$ cat src/hdl/pcrr_pkg.sv
// pcrr_pkg: register selects, field layout and sizes for the result registers
// shared by the result register block and its bench
package pcrr_pkg;
   localparam int          PCRR_PORTS          = 4;
   localparam int          PCRR_PORT_W         = 2;
   localparam int          PCRR_SEL_W          = 4;
   localparam int          PCRR_DATA_W         = 8;
   localparam int          PCRR_RES_W          = 15;
   localparam logic [3:0]  PCRR_SEL_CUR_LOW    = 4'ha;
   localparam logic [3:0]  PCRR_SEL_CUR_HIGH   = 4'hb;
   localparam logic [3:0]  PCRR_SEL_TEMP_LOW   = 4'hc;
   localparam logic [3:0]  PCRR_SEL_TEMP_HIGH  = 4'hd;
   localparam int          PCRR_DONE_BIT       = 7;
   localparam logic [14:0] PCRR_RES_RESET      = 15'h0000;
   localparam logic        PCRR_DONE_RESET     = 1'b0;
   localparam logic [7:0]  PCRR_UNMAPPED_DATA  = 8'h00;
endpackage

$ cat src/hdl/pcrr_result_regs.sv
// pcrr_result_regs: per-port current and temperature result registers
// assumes conversion events come from logic on ref_clk, one-cycle pulses
//
// Behaviour
// - select 1010 returns current result bits 7..0, reset zero
// - select 1011 bits 6..0 return current result bits 14..8, reset zero
// - current done flag clears when a current conversion starts
// - current done flag sets when a current conversion finishes, reset zero
// - select 1100 returns temperature result bits 7..0, reset zero
// - select 1101 bits 6..0 return temperature bits 14..8, reset zero
// - temperature done flag clears when a temperature conversion starts
// - temperature done flag sets when temperature conversion finishes, reset zero
// - each port keeps its own copy; port select picks the copy read
`timescale 1ns/1ps
`default_nettype none
module pcrr_result_regs
   import pcrr_pkg::*;
(
   input  wire logic                   ref_clk,
   input  wire logic                   rst_b,
   input  wire logic [PCRR_PORT_W-1:0] cvtPort,
   input  wire logic                   curStart,
   input  wire logic                   curDone,
   input  wire logic                   tempStart,
   input  wire logic                   tempDone,
   input  wire logic [PCRR_RES_W-1:0]  cvtResult,
   input  wire logic                   rdStrobe,
   input  wire logic [PCRR_PORT_W-1:0] rdPort,
   input  wire logic [PCRR_SEL_W-1:0]  rdSel,
   output logic [PCRR_DATA_W-1:0]      rdData,
   output logic                        rdValid
);
   // stored results and completion flags, one copy per port
   logic [PCRR_RES_W-1:0]  curRes_reg   [PCRR_PORTS];
   logic [PCRR_RES_W-1:0]  tempRes_reg  [PCRR_PORTS];
   logic [PCRR_PORTS-1:0]  curDone_reg;
   logic [PCRR_PORTS-1:0]  tempDone_reg;

   // per-port event strobes
   logic [PCRR_PORTS-1:0]  curStartHit;
   logic [PCRR_PORTS-1:0]  curDoneHit;
   logic [PCRR_PORTS-1:0]  tempStartHit;
   logic [PCRR_PORTS-1:0]  tempDoneHit;

   // read path
   logic                   selCurLow;
   logic                   selCurHigh;
   logic                   selTempLow;
   logic                   selTempHigh;
   logic [PCRR_RES_W-1:0]  curWord;
   logic [PCRR_RES_W-1:0]  tempWord;
   logic                   curFlag;
   logic                   tempFlag;
   logic [PCRR_DATA_W-1:0] rdData_next;
   logic                   rdValid_next;

   // one-hot port mask for an event on the given port
   function automatic logic [PCRR_PORTS-1:0] portMask(input logic                   hit,
                                                      input logic [PCRR_PORT_W-1:0] port);
      logic [PCRR_PORTS-1:0] mask;
      mask = '0;
      for (int i = 0; i < PCRR_PORTS; i++) begin
         if (hit && (port == i[PCRR_PORT_W-1:0])) begin
            mask[i] = 1'b1;
         end
      end
      portMask = mask;
   endfunction

   // lower byte of a result word
   function automatic logic [PCRR_DATA_W-1:0] lowByte(input logic [PCRR_RES_W-1:0] res);
      lowByte = res[PCRR_DATA_W-1:0];
   endfunction

   // upper byte: completion flag over result bits 14..8
   function automatic logic [PCRR_DATA_W-1:0] upperByte(input logic                  flag,
                                                        input logic [PCRR_RES_W-1:0] res);
      logic [PCRR_DATA_W-1:0] byteOut;
      byteOut = {flag, res[PCRR_RES_W-1:PCRR_DATA_W]};
      upperByte = byteOut;
   endfunction

   // select code match
   function automatic logic selIs(input logic [PCRR_SEL_W-1:0] sel,
                                  input logic [PCRR_SEL_W-1:0] code);
      selIs = (sel == code);
   endfunction

   // event decode per port
   always_comb begin
      curStartHit  = portMask(curStart, cvtPort);
      curDoneHit   = portMask(curDone, cvtPort);
      tempStartHit = portMask(tempStart, cvtPort);
      tempDoneHit  = portMask(tempDone, cvtPort);
   end

   // current result words, whole word in one edge
   always_ff @(posedge ref_clk or negedge rst_b) begin
      if (!rst_b) begin
         for (int i = 0; i < PCRR_PORTS; i++) begin
            curRes_reg[i] <= PCRR_RES_RESET;
         end
      end else begin
         for (int i = 0; i < PCRR_PORTS; i++) begin
            if (curDoneHit[i]) begin
               curRes_reg[i] <= cvtResult;
            end
         end
      end
   end

   // temperature result words, whole word in one edge
   always_ff @(posedge ref_clk or negedge rst_b) begin
      if (!rst_b) begin
         for (int i = 0; i < PCRR_PORTS; i++) begin
            tempRes_reg[i] <= PCRR_RES_RESET;
         end
      end else begin
         for (int i = 0; i < PCRR_PORTS; i++) begin
            if (tempDoneHit[i]) begin
               tempRes_reg[i] <= cvtResult;
            end
         end
      end
   end

   // current done flags, finish wins over a start
   always_ff @(posedge ref_clk or negedge rst_b) begin
      if (!rst_b) begin
         curDone_reg <= {PCRR_PORTS{PCRR_DONE_RESET}};
      end else begin
         for (int i = 0; i < PCRR_PORTS; i++) begin
            if (curDoneHit[i]) begin
               curDone_reg[i] <= 1'b1;
            end else if (curStartHit[i]) begin
               curDone_reg[i] <= 1'b0;
            end
         end
      end
   end

   // temperature done flags, finish wins over a start
   always_ff @(posedge ref_clk or negedge rst_b) begin
      if (!rst_b) begin
         tempDone_reg <= {PCRR_PORTS{PCRR_DONE_RESET}};
      end else begin
         for (int i = 0; i < PCRR_PORTS; i++) begin
            if (tempDoneHit[i]) begin
               tempDone_reg[i] <= 1'b1;
            end else if (tempStartHit[i]) begin
               tempDone_reg[i] <= 1'b0;
            end
         end
      end
   end

   // select decode and port copy pick
   always_comb begin
      selCurLow   = selIs(rdSel, PCRR_SEL_CUR_LOW);
      selCurHigh  = selIs(rdSel, PCRR_SEL_CUR_HIGH);
      selTempLow  = selIs(rdSel, PCRR_SEL_TEMP_LOW);
      selTempHigh = selIs(rdSel, PCRR_SEL_TEMP_HIGH);
      curWord     = curRes_reg[rdPort];
      tempWord    = tempRes_reg[rdPort];
      curFlag     = curDone_reg[rdPort];
      tempFlag    = tempDone_reg[rdPort];
   end

   // read data mux
   always_comb begin
      if (selCurLow) begin
         rdData_next = lowByte(curWord);
      end else if (selCurHigh) begin
         rdData_next = upperByte(curFlag, curWord);
      end else if (selTempLow) begin
         rdData_next = lowByte(tempWord);
      end else if (selTempHigh) begin
         rdData_next = upperByte(tempFlag, tempWord);
      end else begin
         rdData_next = PCRR_UNMAPPED_DATA;
      end
   end

   // answer strobe one cycle after the request
   always_comb begin
      rdValid_next = rdStrobe;
   end

   always_ff @(posedge ref_clk or negedge rst_b) begin
      if (!rst_b) begin
         rdValid <= 1'b0;
      end else begin
         rdValid <= rdValid_next;
      end
   end

   // read data holds until the next request
   always_ff @(posedge ref_clk or negedge rst_b) begin
      if (!rst_b) begin
         rdData <= PCRR_UNMAPPED_DATA;
      end else begin
         if (rdStrobe) begin
            rdData <= rdData_next;
         end
      end
   end
endmodule
`default_nettype wire

$ cat config.mk
export PLATFORM = sky130hd
export DESIGN_NAME = pcrr_result_regs
export DESIGN_NICKNAME = d
export VERILOG_FILES = /design/src/hdl/pcrr_pkg.sv /design/src/hdl/pcrr_result_regs.sv
export SDC_FILE = /design/constraint.sdc
export NUM_CORES = 1
export LEC_CHECK = 0
export CAP_MARGIN = 10
export CORE_ASPECT_RATIO = 0.7
export CORE_MARGIN = 4
export CORE_UTILIZATION = 35
export CTS_CLUSTER_DIAMETER = 50
export CTS_CLUSTER_SIZE = 8
export DETAILED_ROUTE_END_ITERATION = 10
export DONT_BUFFER_PORTS = 1
export SLEW_MARGIN = 20
export SYNTH_ARGS = -nofsm -noshare
export SYNTH_HDL_FRONTEND = slang
export SYNTH_SLANG_ARGS = --single-unit
$ cat constraint.sdc
create_clock -name ref_clk -period 3.3 [get_ports ref_clk]
set_input_delay 0.66 -clock ref_clk [delete_from_list [all_inputs] [get_ports ref_clk]]
set_output_delay 0.66 -clock ref_clk [all_outputs]
set_load 0.03 [all_outputs]
==> qor.csv, run 1 <==
stage,metric,value,unit
run_status,status,"complete, but fails checks",
run_status,violated checks,hold timing,
grt,first-pass GRT wire length,22600,µm
floorplan,initial core utilization,35.87,%
grt,met3 global-route usage,4.247,%
power,combinational fraction of design power,12.6,%
power,Internal,3.487,mW
route,ANT nets after route,0,
synth,Yosys cell types,32,
clock_network,CTS tree,done,
floorplan,Vert. Die Dim,119.3,µm
route,initial DRC count,238,
setup_path,critical path capture point,tempRes_reg[50]$_DFFE_PN0P_,
sta,fmax,0.5739,GHz
place,GP Congestion,0.7552,
clock_network,Clock Latency Late Sink,0.41,ns
place,final HPWL from detailed placement,9080,µm
setup_path,CP Max Fanout,16,
power,Clk pwr share,40.1,%
power,Pwr per Cell Area,657.0,nW/µm²
setup_path,reg2reg path depth,4,
setup_path,Crit. End Element,flop,
route,Avg WL per Cell,21.67,µm
grt,GR Util All Layers,14.97,%
setup_path,flop2flop setup slack,1.73,ns
synth,cells after synthesis,418,
power,Switching Fraction,23.49,%
power,Sequential Power Share,47.4,%
route,via count,3504,
cells_and_area,area delta synth->final,12.00,%
setup_path,Worst Path Arrival,2.03,ns
sta,Max Clock Skew,0.007393,ns
place,PortBufs,0,
floorplan,Die W,167.0,µm
min_path,Hold WC Path Type,primary input to asynchronous set/reset pin,
sta,Slew Limit Fails,0,
power,peak supply drop,0.2741,mV
job,Max Cap Viol,0,
floorplan,row cnt,40,
power,Net Switching,1.070,mW
setup_path,crit path kind,primary input to flop,
grt,vias in the first global route,3759,
setup_path,R2R Path End,rdData[6]$_DFFE_PN0P_,
floorplan,die area,19920,µm²
route,first-pass iteration count of the detailed router,4,
grt,grt peak-use layer,met1,
sta,Final min period,1.743,ns
sta,hold_ws,-0.05721,ns
synth,yosys warns,0,
route,DRC viols,0,
synth,synthesized flop and latch total,137,
clock_network,H-tree depth,4,
clock_network,clock buffer depth,2,
grt,GR met1 Demand/Resource,22.01,%
power,Pwr Total,4.558,mW
sta,final period utilization,52.81,%
power,Leak Pwr,2.917,nW
floorplan,Core Area,17270,µm²
sta,max_slew headroom,43.20,%
clock_network,clock root cell,clkbuf_16,
clock_network,# resized after CTS,0,
setup_path,"Data required, critical path",3.59,ns
synth,register area share after synthesis,55.35,%
grt,initial antenna violation count,0,
clock_network,postcts setup bufs,0,
synth,Avg Inst Size Synth,14.82,µm²
grt,gr ovfl total,0,
route,vias per cell,5.309,
setup_path,Critical R2R Launch,curRes_reg[14]$_DFFE_PN0P_,
route,Routed WL,14300,µm
clock_network,CTS buffer count,17,
cells_and_area,Ant. Diodes,0,
setup_path,CP Launch Type,primary input,
setup_path,Critical Path Start,cvtPort[1],
cells_and_area,Nets,446,
sta,slew at the pin with the worst max-slew slack,0.8520,ns
clock_network,Clock Pin Slew Worst Setup and Hold Paths,0.06,ns
sta,RSZ-0062 raised after global routing,no,
synth,Mapped Nets,448,
sta,Setup Viol. Count Final,0,
cells_and_area,share of layout cells above drive strength 1,42.89,%
sta,final hold violation count,77,
floorplan,# IOs,39,
grt,largest net degree at the start of global routing,138,
grt,routing usage on met2,21.89,%
sta,setup tns final,0,ns
synth,mapped cell area,6193,µm²
clock_network,clock sinks,137,
logic make-up (layout without fill, tap and decap cells):
logic type             count (synthesis)  after routing  share of synthesized area, %
flip-flops                           137            137                         55.35
multiplexers                         161            161                         33.19
AND/OR/NAND/NOR                       58             58                         4.869
buffers and inverters                 30             41                         2.687
AO/OA/AOI/OAI                         32             32                         3.899
per-stage QoR:
stage	setup slack, ns	std cells	area (µm²)	util, %	hold slack [ns]
after detailed placement	1.101	628	6365	36.86	0.3695
after global placement	1.188	628	6365	36.86	0.3679
after CTS	1.539	660	6937	40.17	-0.07015
final	1.557	660	6937	40.17	-0.05721
after global routing	1.463	660	6937	40.17	-0.08179
after floorplan	1.422	418	6193	-	0.3644
worst max-delay path, stage by stage:
cell,delay [ns]
nor2_1,0.21
and2_1,0.73
mux2_2,0.42
cells in the mapped netlist:
cell type  instances  area share, %
mux2_2           122             22
clkbuf_1           3           0.18
buf_6              3           0.55
nor2_1             5           0.30
a221o_1            1           0.16
a31oi_1            7           0.71
nand4_1            4           0.40
buf_4              4           0.48
a21o_1             2           0.24
a21oi_2            1           0.14
o22ai_1            1           0.10
and4b_1            2           0.32
and3_1             4           0.40
mux4_1             1           0.42
nor2b_1            5           0.51
dfrtp_1          137             55
mux2i_1           16            2.6
a22o_1             4           0.57
nand2_1           23            1.4
o221ai_1           4           0.57
buf_1              2           0.12
and3b_1            1           0.14
mux4_2            22            8.0
o21ai_0            1          0.081
nand2_2            4           0.40
nand3_1            4           0.32
and2b_1            2           0.24
nor3b_1            1           0.12
and2_1             3           0.30
buf_2             13            1.1
inv_1              5           0.30
a22oi_1           11            1.3
power groups by stage:
| stage | logic, mW | clock network (mW) | registers, mW |
|---|---|---|---|
| 2_1_floorplan | 0.509 | 0 | 2.13 |
| 3_3_place_gp | 0.557 | 0 | 2.16 |
| 3_5_place_dp | 0.579 | 0 | 2.19 |
| 6_report | 0.573 | 1.83 | 2.16 |
| 4_1_cts | 0.581 | 1.87 | 2.16 |
| 5_1_grt | 0.626 | 1.95 | 2.19 |
routing by layer:
layer  vias to the layer above  routed length [µm]
met4                         0                  99
met2                        47                6440
met5                         -                   0
met1                      1884                7152
li1                       1563                   -
met3                        10                 607
cell usage in the layout (no fill, tap or decap), types with 3 or more instances in the layout:
cell type / n
o221ai_1: 4
mux4_2: 22
clkinv_2: 7
nor2b_1: 5
nand3_1: 4
clkinv_4: 3
nand4_1: 4
mux2_2: 122
mux2i_1: 16
a22oi_1: 11
buf_4: 4
a22o_1: 4
nand2_1: 23
clkbuf_16: 17
and2_1: 3
a31oi_1: 7
nor2_1: 5
nand2_2: 4
dfrtp_1: 137
inv_1: 5
and3_1: 4
final cells by class:
class                      count  area (µm²)
clock buffer                  19       442.9
clock inverter                13       128.9
fill                        1595       10330
inverter                       5       18.77
multi-input combinational    251        2599
sequential                   137        3428
tap                          231       289.0
timing repair buffer           4       30.03
worst min path at each step:
stage	from	end	cells past startpoint
floorplan	rst_b	curDone_reg[0]$_DFFE_PN0P_	0
global placement	rst_b	curRes_reg[57]$_DFFE_PN0P_	0
detailed placement	rst_b	curRes_reg[57]$_DFFE_PN0P_	0
CTS	rst_b	curRes_reg[33]$_DFFE_PN0P_	0
global route	rst_b	curRes_reg[56]$_DFFE_PN0P_	0
finish	rst_b	curRes_reg[56]$_DFFE_PN0P_	0
Note: power is estimated with default switching activity, not from simulation.
==> inputs of run 2 (changes only) <==
==> constraint.sdc (replaced) <==
create_clock -name ref_clk -period 1.8 [get_ports ref_clk]
set_input_delay 0.36 -clock ref_clk [delete_from_list [all_inputs] [get_ports ref_clk]]
set_output_delay 0.36 -clock ref_clk [all_outputs]
set_load 0.03 [all_outputs]
==> run 2 against run 1 <==
Against the previous run:
- the run still ends with hold timing left
- routed wire length up 2.5%
- non-clock buffer count up 8
- critical path type is now flop to flop
- sequential share of layout area down 1.5 points
- highest routed layer unchanged
- die area unchanged
- worst hold slack worse by 0.31 ns
==> qor.csv, run 2 (synthesized netlist as in run 1, its figures left out) <==
stage,metric,value,unit,change
cells_and_area,most frequent cells in the layout,"dfrtp_1 (137), mux2_2 (122), nand2_1 (23), mux4_2 (22), clkbuf_16 (17)",,
grt,initial antenna violation count,0,,unchanged
clock_network,CTS tree,done,,
place,dpl ws,0.2834,ns,-0.8175 ns
cells_and_area,share of layout cells above drive strength 1,43.71,%,+0.82 points
clock_network,clock root cell,clkbuf_16,,
place,DP Area,6480,µm²,+1.8%
sta,Slew Limit Fails,0,,unchanged
route,via count,3569,,+1.9%
clock_network,clock buffer depth,2,,unchanged
sta,Final WS setup,0.2882,ns,-1.269 ns
setup_path,crit path kind,flop to flop,,
floorplan,Die W,167.0,µm,unchanged
sta,setup tns final,0,ns,unchanged
cells_and_area,Layout Cells excl Fill,668,,+1.2%
sta,Final min period,1.512,ns,
power,Pwr per Cell Area,1246,nW/µm²,+90%
cells_and_area,"most common cell after layout, fill and taps aside",dfrtp_1,,
clock_network,H-tree depth,4,,unchanged
floorplan,Core Area,17270,µm²,unchanged
grt,largest net degree at the start of global routing,138,,unchanged
setup_path,CP Launch Type,flop,,
cells_and_area,Final Cell Area,7153,µm²,+3.1%
place,dpl cells,635,,+1.1%
cells_and_area,Ant. Diodes,0,,unchanged
sta,hold_ws,-0.3639,ns,-0.3067 ns
cells_and_area,area delta synth->final,15.49,%,
cells_and_area,Sequential Area,3428,µm²,unchanged
run_status,status,"complete, but fails checks",,
place,final HPWL from detailed placement,9245,µm,+1.8%
sta,Max Clock Skew,0.008511,ns,+0.001118 ns
clock_network,clock sinks,137,,unchanged
route,DRC viols,0,,unchanged
grt,first-pass GRT wire length,23360,µm,+3.3%
grt,gr ovfl total,0,,unchanged
power,Leak Pwr,3.011,nW,+3.2%
place,PortBufs,0,,unchanged
sta,slew at the pin with the worst max-slew slack,0.6156,ns,-0.2364 ns
run_status,violated checks,hold timing,,
route,ANT nets after route,0,,unchanged
setup_path,"Data required, critical path",2.09,ns,-1.50 ns
setup_path,Worst Path Arrival,1.80,ns,-0.23 ns
route,Avg WL per Cell,21.93,µm,+1.2%
sta,final period utilization,83.99,%,
floorplan,die area,19920,µm²,unchanged
cells_and_area,FILL cells,1594,,-0.063%
power,Pwr Total,8.913,mW,+96%
cells_and_area,area taken by multi-input logic gates,2599,µm²,unchanged
min_path,Hold WC Path Type,primary input to asynchronous set/reset pin,,
route,initial DRC count,307,,+29%
clock_network,Post-CTS Hold Buffers,1,,
sta,RSZ-0062 raised after global routing,no,,
floorplan,Vert. Die Dim,119.3,µm,unchanged
floorplan,initial core utilization,35.87,%,unchanged
clock_network,Clock Latency Late Sink,0.41,ns,about the same
sta,final hold violation count,137,,+78%
cells_and_area,Nets,454,,+1.8%
setup_path,Crit. End Element,flop,,
sta,Setup Viol. Count Final,0,,unchanged
cells_and_area,Post-Route Utilization,41.43,%,+1.3 points
clock_network,CTS buffer count,17,,unchanged
route,Routed WL,14650,µm,+2.5%
sta,fmax,0.6615,GHz,
setup_path,CP Max Fanout,2,,-14
sta,max_slew headroom,58.88,%,+16 points
job,Max Cap Viol,0,,unchanged
grt,vias in the first global route,3823,,+1.7%
power,peak supply drop,0.4787,mV,+75%
route,vias per cell,5.343,,+0.64%
floorplan,row cnt,40,,unchanged
clock_network,Clock Pin Slew Worst Setup and Hold Paths,0.06,ns,about the same
floorplan,# IOs,39,,unchanged
place,GP Congestion,0.7501,,-0.68%
grt,GR Util All Layers,15.48,%,+0.52 points
route,first-pass iteration count of the detailed router,6,,+2
[run 2: changes by cell type in the layout (fill, tap and decap cells not counted)]
cell           before  now
dlygate4sd3_1       0    1
bufinv_16           2    5
buf_4               4    6
clkinvlp_4          1    2
buf_12              0    5
clkinv_2            7    2
clkinv_4            3    2
clkbuf_8            1    3
[run 2: area by class of cell]
type                            instances  area share [%]
Tap cell                              231           4.041
Sequential cell                       137           47.93
Clock inverter                         11           2.694
Clock buffer                           21           6.577
Timing Repair Buffer                   12           2.169
Inverter                                5          0.2624
Multi-Input combinational cell        251           36.33
[run 2: report_power, final]
| group | internal [mW] | switching (mW) | total [mW] |
|---|---|---|---|
| clock network | 2.57 | 1.31 | 3.88 |
| logic | 0.712 | 0.368 | 1.08 |
| registers | 3.64 | 0.316 | 3.96 |
[run 2: layer usage]
metal	global-route usage (%)	part of all wire (%)	vias up
met2	22.62	45	81
li1	-	-	1571
met5	0	0	-
met1	22.68	48	1908
met3	4.545	6.0	9
met4	3.781	0.61	0
[run 2: what timing repair did]
item,4_1_cts,5_1_grt
endpoints found under the hold margin,138,137
gates resized for setup,0,0
setup buffers,0,0
[run 2: final timing paths]
| check | start | endpoint | slack (ns) | depth (start not counted) |
|---|---|---|---|---|
| min | rst_b | tempRes_reg[56]$_DFFE_PN0P_ | -0.36 | 0 |
| max | tempRes_reg[14]$_DFFE_PN0P_ | rdData[6]$_DFFE_PN0P_ | 0.29 | 4 |
| min reg2reg | curDone_reg[1]$_DFFE_PN0P_ | curDone_reg[1]$_DFFE_PN0P_ | 0.47 | 2 |
| max in group asynchronous | rst_b | tempRes_reg[39]$_DFFE_PN0P_ | 1.89 | 0 |
| max reg2reg | tempRes_reg[14]$_DFFE_PN0P_ | rdData[6]$_DFFE_PN0P_ | 0.29 | 4 |
| min in group ref_clk | rdStrobe | rdData[3]$_DFFE_PN0P_ | 0.05 | 1 |
[run 2: worst max-delay path, cell delays in order, from the launching register on]
cell and delay (ns):
dfrtp_1 0.38, mux4_2 0.53, a22o_1 0.23, a21oi_2 0.15, o22ai_1 0.10
